**src/core/tbk_pkg.sv**
```systemverilog
// tbk_pkg: shared constants, bus carriers and the state record of the timer bank
package tbk_pkg;

  localparam int NTMR = 8;

  // register word indices; byte address is index times four
  localparam logic [5:0] IDX_CTRL = 6'h10;
  localparam logic [5:0] IDX_TEN = 6'h11;
  localparam logic [5:0] IDX_TFLAG = 6'h12;
  localparam logic [5:0] IDX_TMASK = 6'h13;
  localparam logic [5:0] IDX_EFLAG = 6'h14;
  localparam logic [5:0] IDX_EMASK = 6'h15;
  localparam logic [5:0] IDX_SFLAG = 6'h16;
  localparam logic [5:0] IDX_SMASK = 6'h17;
  localparam logic [5:0] IDX_STAT = 6'h18;
  localparam logic [5:0] IDX_BCTL = 6'h19;

  // field positions
  localparam int CTRL_SRC_BIT = 0;
  localparam int CTRL_BAUD_BIT = 1;
  localparam int BCTL_RS_BIT = 0;
  localparam int BCTL_RUN_BIT = 1;
  localparam int LEVEL_FLAG_BIT = 6;
  localparam logic [7:0] EFLAG_USED = 8'h7F;

  // timing counts
  localparam logic [1:0] WD_CNT_LOAD = 2'h2;
  localparam logic [3:0] PRE_FALL = 4'hF;
  localparam logic [3:0] PRE_RISE = 4'h7;
  localparam logic [3:0] BAUD_WRAP = 4'hF;

  // vector groups, ordered by register address
  localparam logic [1:0] GRP_TIMER = 2'h0;
  localparam logic [1:0] GRP_EDGE = 2'h1;
  localparam logic [1:0] GRP_SERIAL = 2'h2;

  typedef enum {SRC_FAST, SRC_DIV16, SRC_MAIN, SRC_EXT} tbk_src_type;

  typedef struct packed {
    logic hsel;
    logic [31:0] haddr;
    logic [1:0] htrans;
    logic hwrite;
    logic [2:0] hsize;
    logic hready;
  } tbk_ahb_req_type;

  typedef struct packed {
    logic hreadyout;
    logic hresp;
    logic [31:0] hrdata;
  } tbk_ahb_rsp_type;

  typedef struct packed {
    logic [7:0][7:0] lo_cnt;
    logic [7:0][7:0] hi_cnt;
    logic [7:0][7:0] lo_lat;
    logic [7:0][7:0] hi_lat;
    logic [7:0] t_en;
    logic [7:0] t_flag;
    logic [7:0] t_mask;
    logic [7:0] e_flag;
    logic [7:0] e_mask;
    logic [7:0] s_flag;
    logic [7:0] s_mask;
    logic src_sel;
    logic baud_sel;
    logic rs_ctrl;
    logic run_sync;
    logic [2:0] fast_clock_in_s;
    logic [2:0] ext_s;
    logic [2:0][5:0] edge_s;
    logic [1:0] irq_s;
    logic [1:0] rpin_s;
    logic ph;
    logic [3:0] pre16;
    logic [3:0] baud_div;
    logic [1:0] wd_cnt;
    logic rst_oe;
    logic rst_o;
    logic wr_pend;
    logic rd_pend;
    logic addr_hit;
    logic [5:0] addr_idx;
    tbk_ahb_rsp_type rsp;
    logic timer_irq;
    logic irq_req;
    logic [4:0] vec;
    logic ser_tick;
  } tbk_state_type;

  localparam tbk_state_type ST_RST = '{rst_o: 1'b1, irq_s: 2'h3, rpin_s: 2'h3,
                                       rsp: '{hreadyout: 1'b1, hresp: 1'b0, hrdata: 32'h0000_0000},
                                       default: '0};

  // highest set bit wins; returns {valid, index}
  function automatic logic [3:0] prio_pick(input logic [7:0] v);
    logic [3:0] r;
    r = 4'h0;
    for (int i = 0; i < 8; i++) begin
      if (v[i]) begin
        r = {1'b1, 3'(i)};
      end
    end
    return r;
  endfunction : prio_pick

  function automatic tbk_src_type timer_src(input int n, input logic sel);
    tbk_src_type s;
    s = SRC_MAIN;
    if (n >= 5 || n == 3) begin
      s = SRC_FAST;
    end else if (n == 4) begin
      s = sel ? SRC_EXT : SRC_FAST;
    end else if (n == 2) begin
      s = SRC_DIV16;
    end
    return s;
  endfunction : timer_src

endpackage : tbk_pkg

```
**src/core/tbk_timer_bank.sv**
```systemverilog
// tbk_timer_bank: eight reloading timers, watchdog, interrupt flags and AHB-Lite register slave

// How it works
// each falling timer-clock edge decrements the low counter by one
// writing a low counter address stores into the low latch only
// reading a counter address returns the live counter, not the latch
// a falling edge with low counter at zero also decrements the high counter
// rising edge with high counter zero sets the flag; enabled flag requests interrupt
// that timeout reloads both counters from their latches
// timer 0 timeout drives the reset pin low for 2 main-clock cycles
// writing a high counter address loads the high latch, then both counters
// timer 0 stays off after reset until its enable bit first rises
// each rise of timer 0 enable reloads it; a fall changes nothing
// timers 7..0 serve pulse width, tones, baud, prescale, time of day, watchdog
// select bit zero: 7-3 fast, 2 fast/16, 1-0 main; one: timer 4 external
// edge sources set their flag only on the chosen transition, unsynced to processor
// level request sets its flag and holds it set while the pin stays low
// writing one clears a flag once, zero does nothing; software must clear
// among enabled flags, highest register address then highest bit picks the vector
// enable bit one lets same flag bit interrupt; enables are read/write
// enabled interrupt drives run/sync high when it was low and control bit zero
// software sets up timers 3 and 4 before enabling the serial ports
// baud reload equals fast clock over sixteen times bit rate, minus one
// serial bit timing runs at one sixteenth of the selected baud timer
// each timer has 8-bit low, high counters and latches; bit n is timer n
// reset clears flags and enables; timer interrupt is OR of enabled flags
module tbk_timer_bank #(
  parameter logic [5:0] EDGE_POL = 6'h3F
) (
  input wire logic mclk, // main clock
  input wire logic rstn, // async reset, active low
  input wire tbk_pkg::tbk_ahb_req_type ahb_req, // AHB-Lite address phase
  input wire logic [31:0] hwdata, // AHB-Lite write data
  output tbk_pkg::tbk_ahb_rsp_type ahb_rsp, // AHB-Lite response
  input wire logic fast_clock_in, // fast timer clock pin
  input wire logic external_timer_input_pin, // timer 4 external clock pin
  input wire logic [5:0] edge_irq_pin, // edge interrupt pins
  input wire logic irq_level_pin_n, // level interrupt pin, low active
  input wire logic [7:0] serial_event, // serial interrupt pulses, same clock
  input wire logic chip_reset_pin_n_i, // reset pin level
  output logic chip_reset_pin_n_o, // reset pin drive value
  output logic chip_reset_pin_n_oe, // reset pin drive enable
  output logic run_sync_out, // run/sync output
  output logic timer_irq, // timer interrupt request
  output logic irq_req, // any enabled interrupt
  output logic [4:0] irq_vector, // {group, bit} of winning flag
  output logic serial_bit_tick // serial rate pulse
);

  tbk_pkg::tbk_state_type st_q;
  tbk_pkg::tbk_state_type st_d;
  logic fast_fall;
  logic fast_rise;
  logic ext_fall;
  logic ext_rise;
  logic div_fall;
  logic div_rise;
  logic [7:0] fall;
  logic [7:0] rise;
  logic [7:0] tmo;
  logic wr_go;
  logic [7:0] wd;
  logic [2:0] wn;
  logic [7:0] tclr;
  logic [7:0] eclr;
  logic [7:0] sclr;
  logic [7:0] eset;
  logic [3:0] tp;
  logic [3:0] ep;
  logic [3:0] sp;
  logic baud_src;
  logic [31:0] rd_val;
  logic addr_ok;

  always_comb begin
    st_d = st_q;
    fall = 8'h00;
    rise = 8'h00;
    tmo = 8'h00;
    tclr = 8'h00;
    eclr = 8'h00;
    sclr = 8'h00;
    eset = 8'h00;
    wd = hwdata[7:0];
    wn = st_q.addr_idx[3:1];
    wr_go = st_q.wr_pend && st_q.addr_hit;
    rd_val = 32'h0000_0000;

    // pin synchronisers: stage 0 feeds stage 1 only, stage 2 is the edge delay
    st_d.fast_clock_in_s = {st_q.fast_clock_in_s[1:0], fast_clock_in};
    st_d.ext_s = {st_q.ext_s[1:0], external_timer_input_pin};
    st_d.edge_s = {st_q.edge_s[1:0], edge_irq_pin};
    st_d.irq_s = {st_q.irq_s[0], irq_level_pin_n};
    st_d.rpin_s = {st_q.rpin_s[0], chip_reset_pin_n_i};
    fast_fall = st_q.fast_clock_in_s[2] && !st_q.fast_clock_in_s[1];
    fast_rise = !st_q.fast_clock_in_s[2] && st_q.fast_clock_in_s[1];
    ext_fall = st_q.ext_s[2] && !st_q.ext_s[1];
    ext_rise = !st_q.ext_s[2] && st_q.ext_s[1];

    // fast/16 prescaler and main-clock phase
    st_d.ph = !st_q.ph;
    if (fast_fall) begin
      st_d.pre16 = st_q.pre16 + 4'h1;
    end
    div_fall = fast_fall && st_q.pre16 == tbk_pkg::PRE_FALL;
    div_rise = fast_fall && st_q.pre16 == tbk_pkg::PRE_RISE;

    // per-timer clock source, then count and reload
    for (int n = 0; n < tbk_pkg::NTMR; n++) begin
      case (tbk_pkg::timer_src(n, st_q.src_sel)) // see R11
        tbk_pkg::SRC_FAST: begin
          fall[n] = fast_fall;
          rise[n] = fast_rise;
        end
        tbk_pkg::SRC_DIV16: begin
          fall[n] = div_fall;
          rise[n] = div_rise;
        end
        tbk_pkg::SRC_EXT: begin
          fall[n] = ext_fall;
          rise[n] = ext_rise;
        end
        default: begin
          fall[n] = st_q.ph;
          rise[n] = !st_q.ph;
        end
      endcase
      if (st_q.t_en[n] && fall[n]) begin
        st_d.lo_cnt[n] = st_q.lo_cnt[n] - 8'h01;
        if (st_q.lo_cnt[n] == 8'h00) begin
          st_d.hi_cnt[n] = st_q.hi_cnt[n] - 8'h01;
        end
      end
      if (st_q.t_en[n] && rise[n] && st_q.hi_cnt[n] == 8'h00) begin
        tmo[n] = 1'b1;
        st_d.lo_cnt[n] = st_q.lo_lat[n];
        st_d.hi_cnt[n] = st_q.hi_lat[n];
      end
    end

    // AHB-Lite: capture address phase, apply writes in data phase
    addr_ok = ahb_req.hsel && ahb_req.hready && ahb_req.htrans[1];
    st_d.wr_pend = addr_ok && ahb_req.hwrite;
    st_d.rd_pend = addr_ok && !ahb_req.hwrite;
    st_d.addr_hit = ahb_req.haddr[31:8] == 24'h00_0000 && ahb_req.haddr[7:2] <= tbk_pkg::IDX_BCTL;
    st_d.addr_idx = ahb_req.haddr[7:2];
    st_d.rsp.hresp = 1'b0;
    st_d.rsp.hreadyout = !(addr_ok && !ahb_req.hwrite);

    if (wr_go) begin
      if (st_q.addr_idx < tbk_pkg::IDX_CTRL) begin
        if (!st_q.addr_idx[0]) begin
          st_d.lo_lat[wn] = wd;
        end else begin
          st_d.hi_lat[wn] = wd;
          st_d.hi_cnt[wn] = wd;
          st_d.lo_cnt[wn] = st_q.lo_lat[wn];
        end
      end else begin
        case (st_q.addr_idx)
          tbk_pkg::IDX_CTRL: begin
            st_d.src_sel = wd[tbk_pkg::CTRL_SRC_BIT];
            st_d.baud_sel = wd[tbk_pkg::CTRL_BAUD_BIT];
          end
          tbk_pkg::IDX_TEN: begin
            st_d.t_en = wd;
            if (wd[0] && !st_q.t_en[0]) begin
              st_d.lo_cnt[0] = st_q.lo_lat[0];
              st_d.hi_cnt[0] = st_q.hi_lat[0];
            end
          end
          tbk_pkg::IDX_TFLAG: tclr = wd;
          tbk_pkg::IDX_TMASK: st_d.t_mask = wd;
          tbk_pkg::IDX_EFLAG: eclr = wd;
          tbk_pkg::IDX_EMASK: st_d.e_mask = wd;
          tbk_pkg::IDX_SFLAG: sclr = wd;
          tbk_pkg::IDX_SMASK: st_d.s_mask = wd;
          tbk_pkg::IDX_BCTL: begin
            st_d.rs_ctrl = wd[tbk_pkg::BCTL_RS_BIT];
            st_d.run_sync = wd[tbk_pkg::BCTL_RUN_BIT];
          end
          default: begin
          end
        endcase
      end
    end

    // edge sources fire on chosen polarity; level source held while low
    for (int i = 0; i < 6; i++) begin
      eset[i] = EDGE_POL[i] ? (st_q.edge_s[1][i] && !st_q.edge_s[2][i])
                            : (!st_q.edge_s[1][i] && st_q.edge_s[2][i]);
    end
    eset[tbk_pkg::LEVEL_FLAG_BIT] = !st_q.irq_s[1];

    // clear then set: an event in the clearing cycle survives
    st_d.t_flag = (st_q.t_flag & ~tclr) | tmo; // see R15
    st_d.e_flag = ((st_q.e_flag & ~eclr) | eset) & tbk_pkg::EFLAG_USED;
    st_d.s_flag = (st_q.s_flag & ~sclr) | serial_event;

    // vector choice: serial group above edge above timer
    tp = tbk_pkg::prio_pick(st_d.t_flag & st_d.t_mask);
    ep = tbk_pkg::prio_pick(st_d.e_flag & st_d.e_mask);
    sp = tbk_pkg::prio_pick(st_d.s_flag & st_d.s_mask);
    st_d.timer_irq = |(st_d.t_flag & st_d.t_mask);
    st_d.irq_req = tp[3] || ep[3] || sp[3];
    if (sp[3]) begin
      st_d.vec = {tbk_pkg::GRP_SERIAL, sp[2:0]};
    end else if (ep[3]) begin
      st_d.vec = {tbk_pkg::GRP_EDGE, ep[2:0]};
    end else begin
      st_d.vec = {tbk_pkg::GRP_TIMER, tp[2:0]};
    end
    if (st_d.irq_req && !st_d.rs_ctrl) begin
      st_d.run_sync = 1'b1;
    end

    // watchdog restart pulse, not retriggered while active
    if (tmo[0] && st_q.wd_cnt == 2'h0) begin
      st_d.wd_cnt = tbk_pkg::WD_CNT_LOAD;
    end else if (st_q.wd_cnt != 2'h0) begin
      st_d.wd_cnt = st_q.wd_cnt - 2'h1;
    end
    st_d.rst_oe = st_d.wd_cnt != 2'h0;
    st_d.rst_o = !st_d.rst_oe;

    // serial rate: one pulse per sixteen timeouts of the chosen baud timer
    baud_src = st_q.baud_sel ? tmo[4] : tmo[3];
    st_d.ser_tick = 1'b0;
    if (baud_src) begin
      st_d.baud_div = st_q.baud_div + 4'h1;
      st_d.ser_tick = st_q.baud_div == tbk_pkg::BAUD_WRAP;
    end

    // read data, one wait state so a just-written value is seen
    if (st_q.addr_hit) begin
      if (st_q.addr_idx < tbk_pkg::IDX_CTRL) begin
        rd_val[7:0] = st_q.addr_idx[0] ? st_q.hi_cnt[wn] : st_q.lo_cnt[wn];
      end else begin
        case (st_q.addr_idx)
          tbk_pkg::IDX_CTRL: rd_val[1:0] = {st_q.baud_sel, st_q.src_sel};
          tbk_pkg::IDX_TEN: rd_val[7:0] = st_q.t_en;
          tbk_pkg::IDX_TFLAG: rd_val[7:0] = st_q.t_flag;
          tbk_pkg::IDX_TMASK: rd_val[7:0] = st_q.t_mask;
          tbk_pkg::IDX_EFLAG: rd_val[7:0] = st_q.e_flag;
          tbk_pkg::IDX_EMASK: rd_val[7:0] = st_q.e_mask;
          tbk_pkg::IDX_SFLAG: rd_val[7:0] = st_q.s_flag;
          tbk_pkg::IDX_SMASK: rd_val[7:0] = st_q.s_mask;
          tbk_pkg::IDX_STAT: rd_val[7:0] = {st_q.rpin_s[1], st_q.run_sync, st_q.irq_req, st_q.vec};
          tbk_pkg::IDX_BCTL: rd_val[1:0] = {st_q.run_sync, st_q.rs_ctrl};
          default: rd_val = 32'h0000_0000;
        endcase
      end
    end
    if (st_q.rd_pend) begin
      st_d.rsp.hrdata = rd_val;
      st_d.rsp.hreadyout = 1'b1;
    end
  end

  always_ff @(posedge mclk or negedge rstn) begin
    if (!rstn) begin
      st_q <= tbk_pkg::ST_RST; // see R23
    end else begin
      st_q <= st_d;
    end
  end

  assign ahb_rsp = st_q.rsp;
  assign chip_reset_pin_n_o = st_q.rst_o;
  assign chip_reset_pin_n_oe = st_q.rst_oe;
  assign run_sync_out = st_q.run_sync;
  assign timer_irq = st_q.timer_irq;
  assign irq_req = st_q.irq_req;
  assign irq_vector = st_q.vec;
  assign serial_bit_tick = st_q.ser_tick;
endmodule : tbk_timer_bank

```
**config.mk**
```make
export PLATFORM = sky130hd
export DESIGN_NAME = tbk_timer_bank
export DESIGN_NICKNAME = d
export VERILOG_FILES = /design/src/core/tbk_pkg.sv /design/src/core/tbk_timer_bank.sv
export SDC_FILE = /design/constraint.sdc
export NUM_CORES = 1
export LEC_CHECK = 0
export ABC_CLOCK_PERIOD_IN_PS = 4600
export BUFFER_PORTS_ARGS = -buffer_cell sky130_fd_sc_hd__buf_2
export CAP_MARGIN = 20
export CORE_AREA = 8 8 198 200
export CTS_BUF_LIST = sky130_fd_sc_hd__clkbuf_8
export CTS_CLUSTER_SIZE = 16
export DETAILED_ROUTE_END_ITERATION = 8
export DIE_AREA = 0 0 206 208
export MAX_ROUTING_LAYER = met4
export PLACE_DENSITY = 0.76
export SKIP_LAST_GASP = 1
export SLEW_MARGIN = 20
export SYNTH_ARGS = -nofsm -noshare
export SYNTH_HDL_FRONTEND = slang
export SYNTH_SLANG_ARGS = --single-unit
```
**constraint.sdc**
```tcl
create_clock -name mclk -period 4.6 [get_ports mclk]
set_input_delay 0.92 -clock mclk [delete_from_list [all_inputs] [get_ports mclk]]
set_output_delay 0.92 -clock mclk [all_outputs]
set_load 0.01 [all_outputs]
```
==> results of run 1 <==
[layout by cell type, fill, tap and decap left out, types with 39 or more instances in the layout]
cell type | synthesis | routed
sky130_fd_sc_hd__xnor2_1 | 71 | 71
sky130_fd_sc_hd__nor2_1 | 162 | 162
sky130_fd_sc_hd__clkbuf_8 | 0 | 84
sky130_fd_sc_hd__nand2_1 | 398 | 398
sky130_fd_sc_hd__buf_2 | 26 | 80
sky130_fd_sc_hd__mux2_2 | 113 | 113
sky130_fd_sc_hd__o21ai_0 | 118 | 118
sky130_fd_sc_hd__buf_4 | 41 | 39
sky130_fd_sc_hd__inv_1 | 54 | 74
sky130_fd_sc_hd__nand3_1 | 44 | 44
sky130_fd_sc_hd__a22oi_1 | 45 | 45
sky130_fd_sc_hd__a21oi_1 | 103 | 103
sky130_fd_sc_hd__dfrtp_1 | 376 | 373
[power breakdown]
| group | switching (mW) | total, mW | internal, mW |
|---|---|---|---|
| registers | 0.0703 | 3.48 | 3.41 |
| logic | 0.293 | 0.414 | 0.121 |
| clock network | 1.45 | 3.22 | 1.76 |
| total | 1.82 | 7.11 | 5.30 |
[final cells by class]
class / instances / area [um^2] / area share
multi-input combinational: 1591 / 10100 / 0.447
antenna: 3 / 7.51 / 0.000333
timing repair buffer: 122 / 748 / 0.0332
sequential: 382 / 9570 / 0.424
clock buffer: 84 / 1160 / 0.0512
clock inverter: 34 / 214 / 0.00948
tap: 468 / 586 / 0.0259
inverter: 54 / 203 / 0.00898
[how the worst min path moves through the flow]
stage,startpoint,end,cells past startpoint
floorplan,st_d[74],st_d[80],0
global placement,st_d[90],st_d[91],0
detailed placement,st_d[77],st_d[83],0
CTS,st_d[77],st_d[83],0
global route,st_d[79],st_d[85],0
finish,rstn,st_q[305],1
[per-layer routing]
metal  wire, um  GRT usage  part of all wire  vias up
met1      26200      0.413              0.38     8563
met5          0          -                 0        -
met3       8900      0.121              0.13      291
met2      28800      0.443              0.42     1163
met4       4470      0.188             0.065        0
li1           -          -                 -     7717
[logic make-up (layout without fill, tap and decap cells)]
group	count (synthesis)	in the layout
other	1	28
muxes	153	153
DFF	382	382
AOI/OAI and AO/OA	461	461
and+or+nand+nor	817	817
xor gates and xnor gates	106	106
adders and majority gates	29	29
buffers and inverters	213	294
[synth_stat cells, drive strengths merged (31+ instances only)]
master | number | area, um^2
inv | 54 | 203
clkbuf | 87 | 328
nand2 | 400 | 1510
mux2 | 113 | 1270
xnor2 | 71 | 622
xor2 | 35 | 307
buf | 72 | 472
o31ai | 31 | 267
a22oi | 46 | 350
dfrtp | 376 | 9410
o211ai | 37 | 283
a21oi | 103 | 515
nor4 | 35 | 253
nor2 | 165 | 632
nand3 | 44 | 220
o21ai | 124 | 621
nor3 | 33 | 200
[stage by stage]
step	std cells	area [um^2]
2_1_floorplan	2186	20600
4_1_cts	2735	22600
3_5_place_dp	2617	21200
3_3_place_gp	2616	21200
5_1_grt	2737	22600
6_report	2738	22600
==> flow_summary.ini, run 1 <==
[run_status]
status = completed

[route]
avgViaCountPerCell = 6.48
first_iter_violations = 2412
routed-via-count = 17700
post_detailed_routing_wire_length_um = 68400
wire_per_inst_um = 25.0
dr.pass1.iters = 6
detail_route.drc_violations = 0
ant_nets = 0

[critical_path]
worst-path-buf-inv = 0
rr_startpoint = st_q[45]
path_delay_family = compound AO/OA/AOI/OAI gates
worst-r2r-cell-count = 7
critical_path.cell_chain = or4b_1 -> o31ai_1 -> a22oi_1 -> a2111oi_4 -> o2111ai_2 -> nor3_2 -> o21ai_1
worst-path-stages = 7
worst_setup_path_type = reg -> reg
worst_setup_path_end_kind = flop
crit_start = st_q[45]
reg2reg_slack_ps = 1030
critical_path.max_fanout = 18
crit_path_end = run_sync_out
critical_path_arrival_ps = 4090
worst_path_cell_with_the_longest_stage_delay = sky130_fd_sc_hd__or4b_1
critPathRequiredTime_ps = 5110
critical_path.startpoint_type = flop
max_stage_delay_ps = 1010
timing.rr.end = run_sync_out

[synth]
synth-seq-cells = 382
synthFlopType = sky130_fd_sc_hd__dfrtp_1
ys_async_sr_fraction = 1.00
yosys_warnings = 0
syn-instance-count = 2162
synth-adder-area-share = 0.0177
syn-cell-area_um2 = 20500
post_synth.cell_area_avg_um2 = 9.50
synth_mux_area_frac = 0.0906
synth-compound-area-share = 0.147
count_of_flip_flops_with_a_built_in_enable_after_synthesis = 0
synth_top_family_by_area = simple AND/OR/NAND/NOR gates
post_synth_num_cell_types = 89
synth_simple_gate_area_share = 0.185
synthXorXnorAreaFrac = 0.0452
synth.yosys.seq_area_share = 0.466

[floorplan]
floorplan.io_pins = 137
initial_core_utilization = 0.569
placementRows = 70
fp.coreArea_um2 = 36100
die_y_um = 208
design.die.area_um2 = 42800
die_w_um = 206

[placement]
dpl_worst_slack_ps = 1130
dp_hpwl_um = 47500
routabilityCongestion = 1.05
port-buffer-count = 81

[timing]
period_minus_slack_ps = 3570
slew_violations = 0
whs_ps = 327
fmaxAchievable_ghz = 0.280
setup-violations-final = 0
slew_margin_rel = 0.280
timing.final.crit_share = 0.777
sum_of_negative_setup_slack_ps = 0
finalClockSkew_ps = 33.8
worst_pin_slew_ps = 1050
post-route-worst-setup-slack_ps = 1030
finalHoldViolCount = 0
unrepaired_setup_endpoints_after_global_routing = no

[power]
worst_ir_drop_vdd_mv = 0.288
power.leakage_nw = 9.90
total_power_of_the_final_layout_mw = 7.11
power.density_nw_per_um2 = 315

[clock_network]
clock_path_buffers = 3
numCtsBuffers = 67
cts-htree-levels = 3
clk_pin_slew_worst_paths_ps = 60
post_cts_resize_count = 0
post_cts.repair.setup_buffers = 0
tritoncts_clock_tree = yes
cts-hold-fix-buffers = 0
cts_root_buf = sky130_fd_sc_hd__clkbuf_8
clk_latency_ps = 640
number_of_clock_sinks_seen_by_cts = 382

[finish]
fill_cell_total_of_the_finished_layout = 2978
layout-drive-gt1-share = 0.176
finish.utilization = 0.625
area.growth.synth_to_final_pct = 9.93
layout.nets = 2339

[global_route]
track_usage = 0.327
grt_pass1_vias = 17400
grt_first_pass_wirelength_um = 104000
initial_antenna_violation_count = 2
globalRouteOverflowTotal = 0
grt_start_max_net_pins = 101

[run]
maxCapViolations = 0

[min_path]
worst_hold_check_path_type = in -> async
Power figures use the tool's default switching activity.
==> run 2: changes to the inputs <==
--- a/config.mk
+++ b/config.mk
@@ -5,7 +5,7 @@
 export SDC_FILE = /design/constraint.sdc
 export NUM_CORES = 1
 export LEC_CHECK = 0
-export ABC_CLOCK_PERIOD_IN_PS = 4600
+export ABC_CLOCK_PERIOD_IN_PS = 3330
 export BUFFER_PORTS_ARGS = -buffer_cell sky130_fd_sc_hd__buf_2
 export CAP_MARGIN = 20
 export CORE_AREA = 8 8 198 200
==> constraint.sdc (replaced) <==
create_clock -name mclk -period 3.33 [get_ports mclk]
set_input_delay 0.666 -clock mclk [delete_from_list [all_inputs] [get_ports mclk]]
set_output_delay 0.666 -clock mclk [all_outputs]
set_load 0.01 [all_outputs]
==> run 2 against run 1 <==
Compared with the run above: sequential cell count did not move; global-route usage rose by 2.7 points; worst setup slack got worse by 840 ps; highest routed layer unchanged; critical path depth increased by 1; clock-buffer cell count rose by 2; final cell count increased by 2.9%; critical endpoint is now irq_vector[0].
==> flow_summary.ini, run 2 (same netlist as run 1, synthesis figures left out) <==
[run]
maxCapViolations = 0

[power]
power_switching_mw = 2.51
power_frac_seq = 0.485
worst_ir_drop_vdd_mv = 0.474
p_comb_frac = 0.063
internal_power_mw = 7.38
power.density_nw_per_um2 = 427
netSwitchingFraction = 0.254
total_power_of_the_final_layout_mw = 9.90
clkPwrFrac = 0.452
power.leakage_nw = 10.3

[finish]
mostFrequentLayoutCells = sky130_fd_sc_hd__nand2_1 (398), sky130_fd_sc_hd__dfrtp_1 (373), sky130_fd_sc_hd__nor2_1 (162)
fin_area_um2 = 23200
layout.nets = 2415
fill_cell_total_of_the_finished_layout = 2986
area.growth.synth_to_final_pct = 13.0
mostFrequentLayoutCell = sky130_fd_sc_hd__nand2_1
layout-drive-gt1-share = 0.202

[route]
routed-via-count = 18000
post_detailed_routing_wire_length_um = 74100
detail_route.drc_violations = 0
first_iter_violations = 2266
dr.pass1.iters = 5
avgViaCountPerCell = 6.39
wire_per_inst_um = 26.3
ant_nets = 0

[placement]
port-buffer-count = 81
dp_hpwl_um = 53500
dpl_worst_slack_ps = 263
routabilityCongestion = 1.03
placed_cell_area_um2 = 21800

[global_route]
grt_pass1_vias = 17300
grt_first_pass_wirelength_um = 110000
initial_antenna_violation_count = 7
globalRouteOverflowTotal = 0
grt_start_max_net_pins = 96
track_usage = 0.353

[critical_path]
critical_path.startpoint_type = flop
critPathRequiredTime_ps = 3890
worst_setup_path_type = reg -> reg
rr_startpoint = st_q[43]
worst-r2r-cell-count = 8
worst_setup_path_end_kind = flop
timing.rr.end = irq_vector[0]
reg2reg_slack_ps = 190
critical_path_arrival_ps = 3700
critical_path.max_fanout = 22

[floorplan]
die_y_um = 208
die_w_um = 206
placementRows = 70
fp.coreArea_um2 = 36100
design.die.area_um2 = 42800
floorplan.io_pins = 137
initial_core_utilization = 0.569

[clock_network]
cts-hold-fix-buffers = 0
clock_path_buffers = 3
cts-htree-levels = 3
post_cts.repair.setup_buffers = 0
clk_latency_ps = 630
cts_root_buf = sky130_fd_sc_hd__clkbuf_8
post_cts_resize_count = 0
clk_pin_slew_worst_paths_ps = 60
tritoncts_clock_tree = yes
numCtsBuffers = 68
number_of_clock_sinks_seen_by_cts = 382

[timing]
fmaxAchievable_ghz = 0.318
post-route-worst-setup-slack_ps = 188
setup-violations-final = 0
slew_violations = 0
finalHoldViolCount = 0
worst_pin_slew_ps = 1000
finalClockSkew_ps = 24.6
timing.final.crit_share = 0.943
unrepaired_setup_endpoints_after_global_routing = no
period_minus_slack_ps = 3140
sum_of_negative_setup_slack_ps = 0
slew_margin_rel = 0.328

[min_path]
worst_hold_check_path_type = in -> async

[run_status]
status = completed
==> run 2: cell type report <==
type | instances | area, um^2 | area share
Inverter | 54 | 203 | 0.00874
Timing Repair Buffer | 197 | 1360 | 0.0587
Multi-Input combinational cell | 1591 | 10100 | 0.434
Antenna cell | 5 | 12.5 | 0.000540
Clock inverter | 35 | 199 | 0.00858
Sequential cell | 382 | 9570 | 0.413
Clock buffer | 86 | 1180 | 0.0510
Tap cell | 468 | 586 | 0.0253
==> run 2: power by group through the flow <==
stage	clock, mW	sequential (mW)	combinational (mW)
floorplan	0	4.84	0.310
global placement	0	4.87	0.601
detailed placement	0	4.88	0.610
CTS	4.54	4.80	0.612
global route	4.72	4.80	0.660
finish	4.47	4.80	0.622
==> run 2: worst max-delay path by stage <==
stage	from	endpoint	slack (ps)	cells after the start
2_1_floorplan	st_q[43]	run_sync_out	810	8
3_3_place_gp	st_q[43]	run_sync_out	350	8
3_5_place_dp	st_q[43]	run_sync_out	260	8
4_1_cts	st_q[43]	run_sync_out	270	8
5_1_grt	st_q[43]	irq_vector[0]	20	8
6_report	st_q[43]	irq_vector[0]	190	8
==> run 2: metal layers <==
| layer | global-route usage | vias up | part of all wire |
|---|---|---|---|
| met3 | 0.0792 | 207 | 0.11 |
| met5 | - | - | 0 |
| met4 | 0.168 | 0 | 0.050 |
| li1 | - | 7887 | - |
| met1 | 0.491 | 8869 | 0.41 |
| met2 | 0.483 | 1050 | 0.43 |
==> run 2: metrics by stage <==
step           hold slack (ps)   util  cells
3_3_place_gp               335  0.604   2692
2_1_floorplan              331      -   2186
5_1_grt                    111  0.643   2817
6_report                  98.1  0.643   2818
4_1_cts                    104  0.642   2813
3_5_place_dp               335  0.604   2692
==> run 2: critical path, stage by stage, from the launching register on <==
cell	delay, ps
sky130_fd_sc_hd__dfrtp_2	480
sky130_fd_sc_hd__buf_4	330
sky130_fd_sc_hd__nand3b_1	200
sky130_fd_sc_hd__nor3_2	480
sky130_fd_sc_hd__mux2_2	430
sky130_fd_sc_hd__a21oi_1	290
sky130_fd_sc_hd__nand4_1	370
sky130_fd_sc_hd__a221oi_2	350
sky130_fd_sc_hd__a211o_1	150
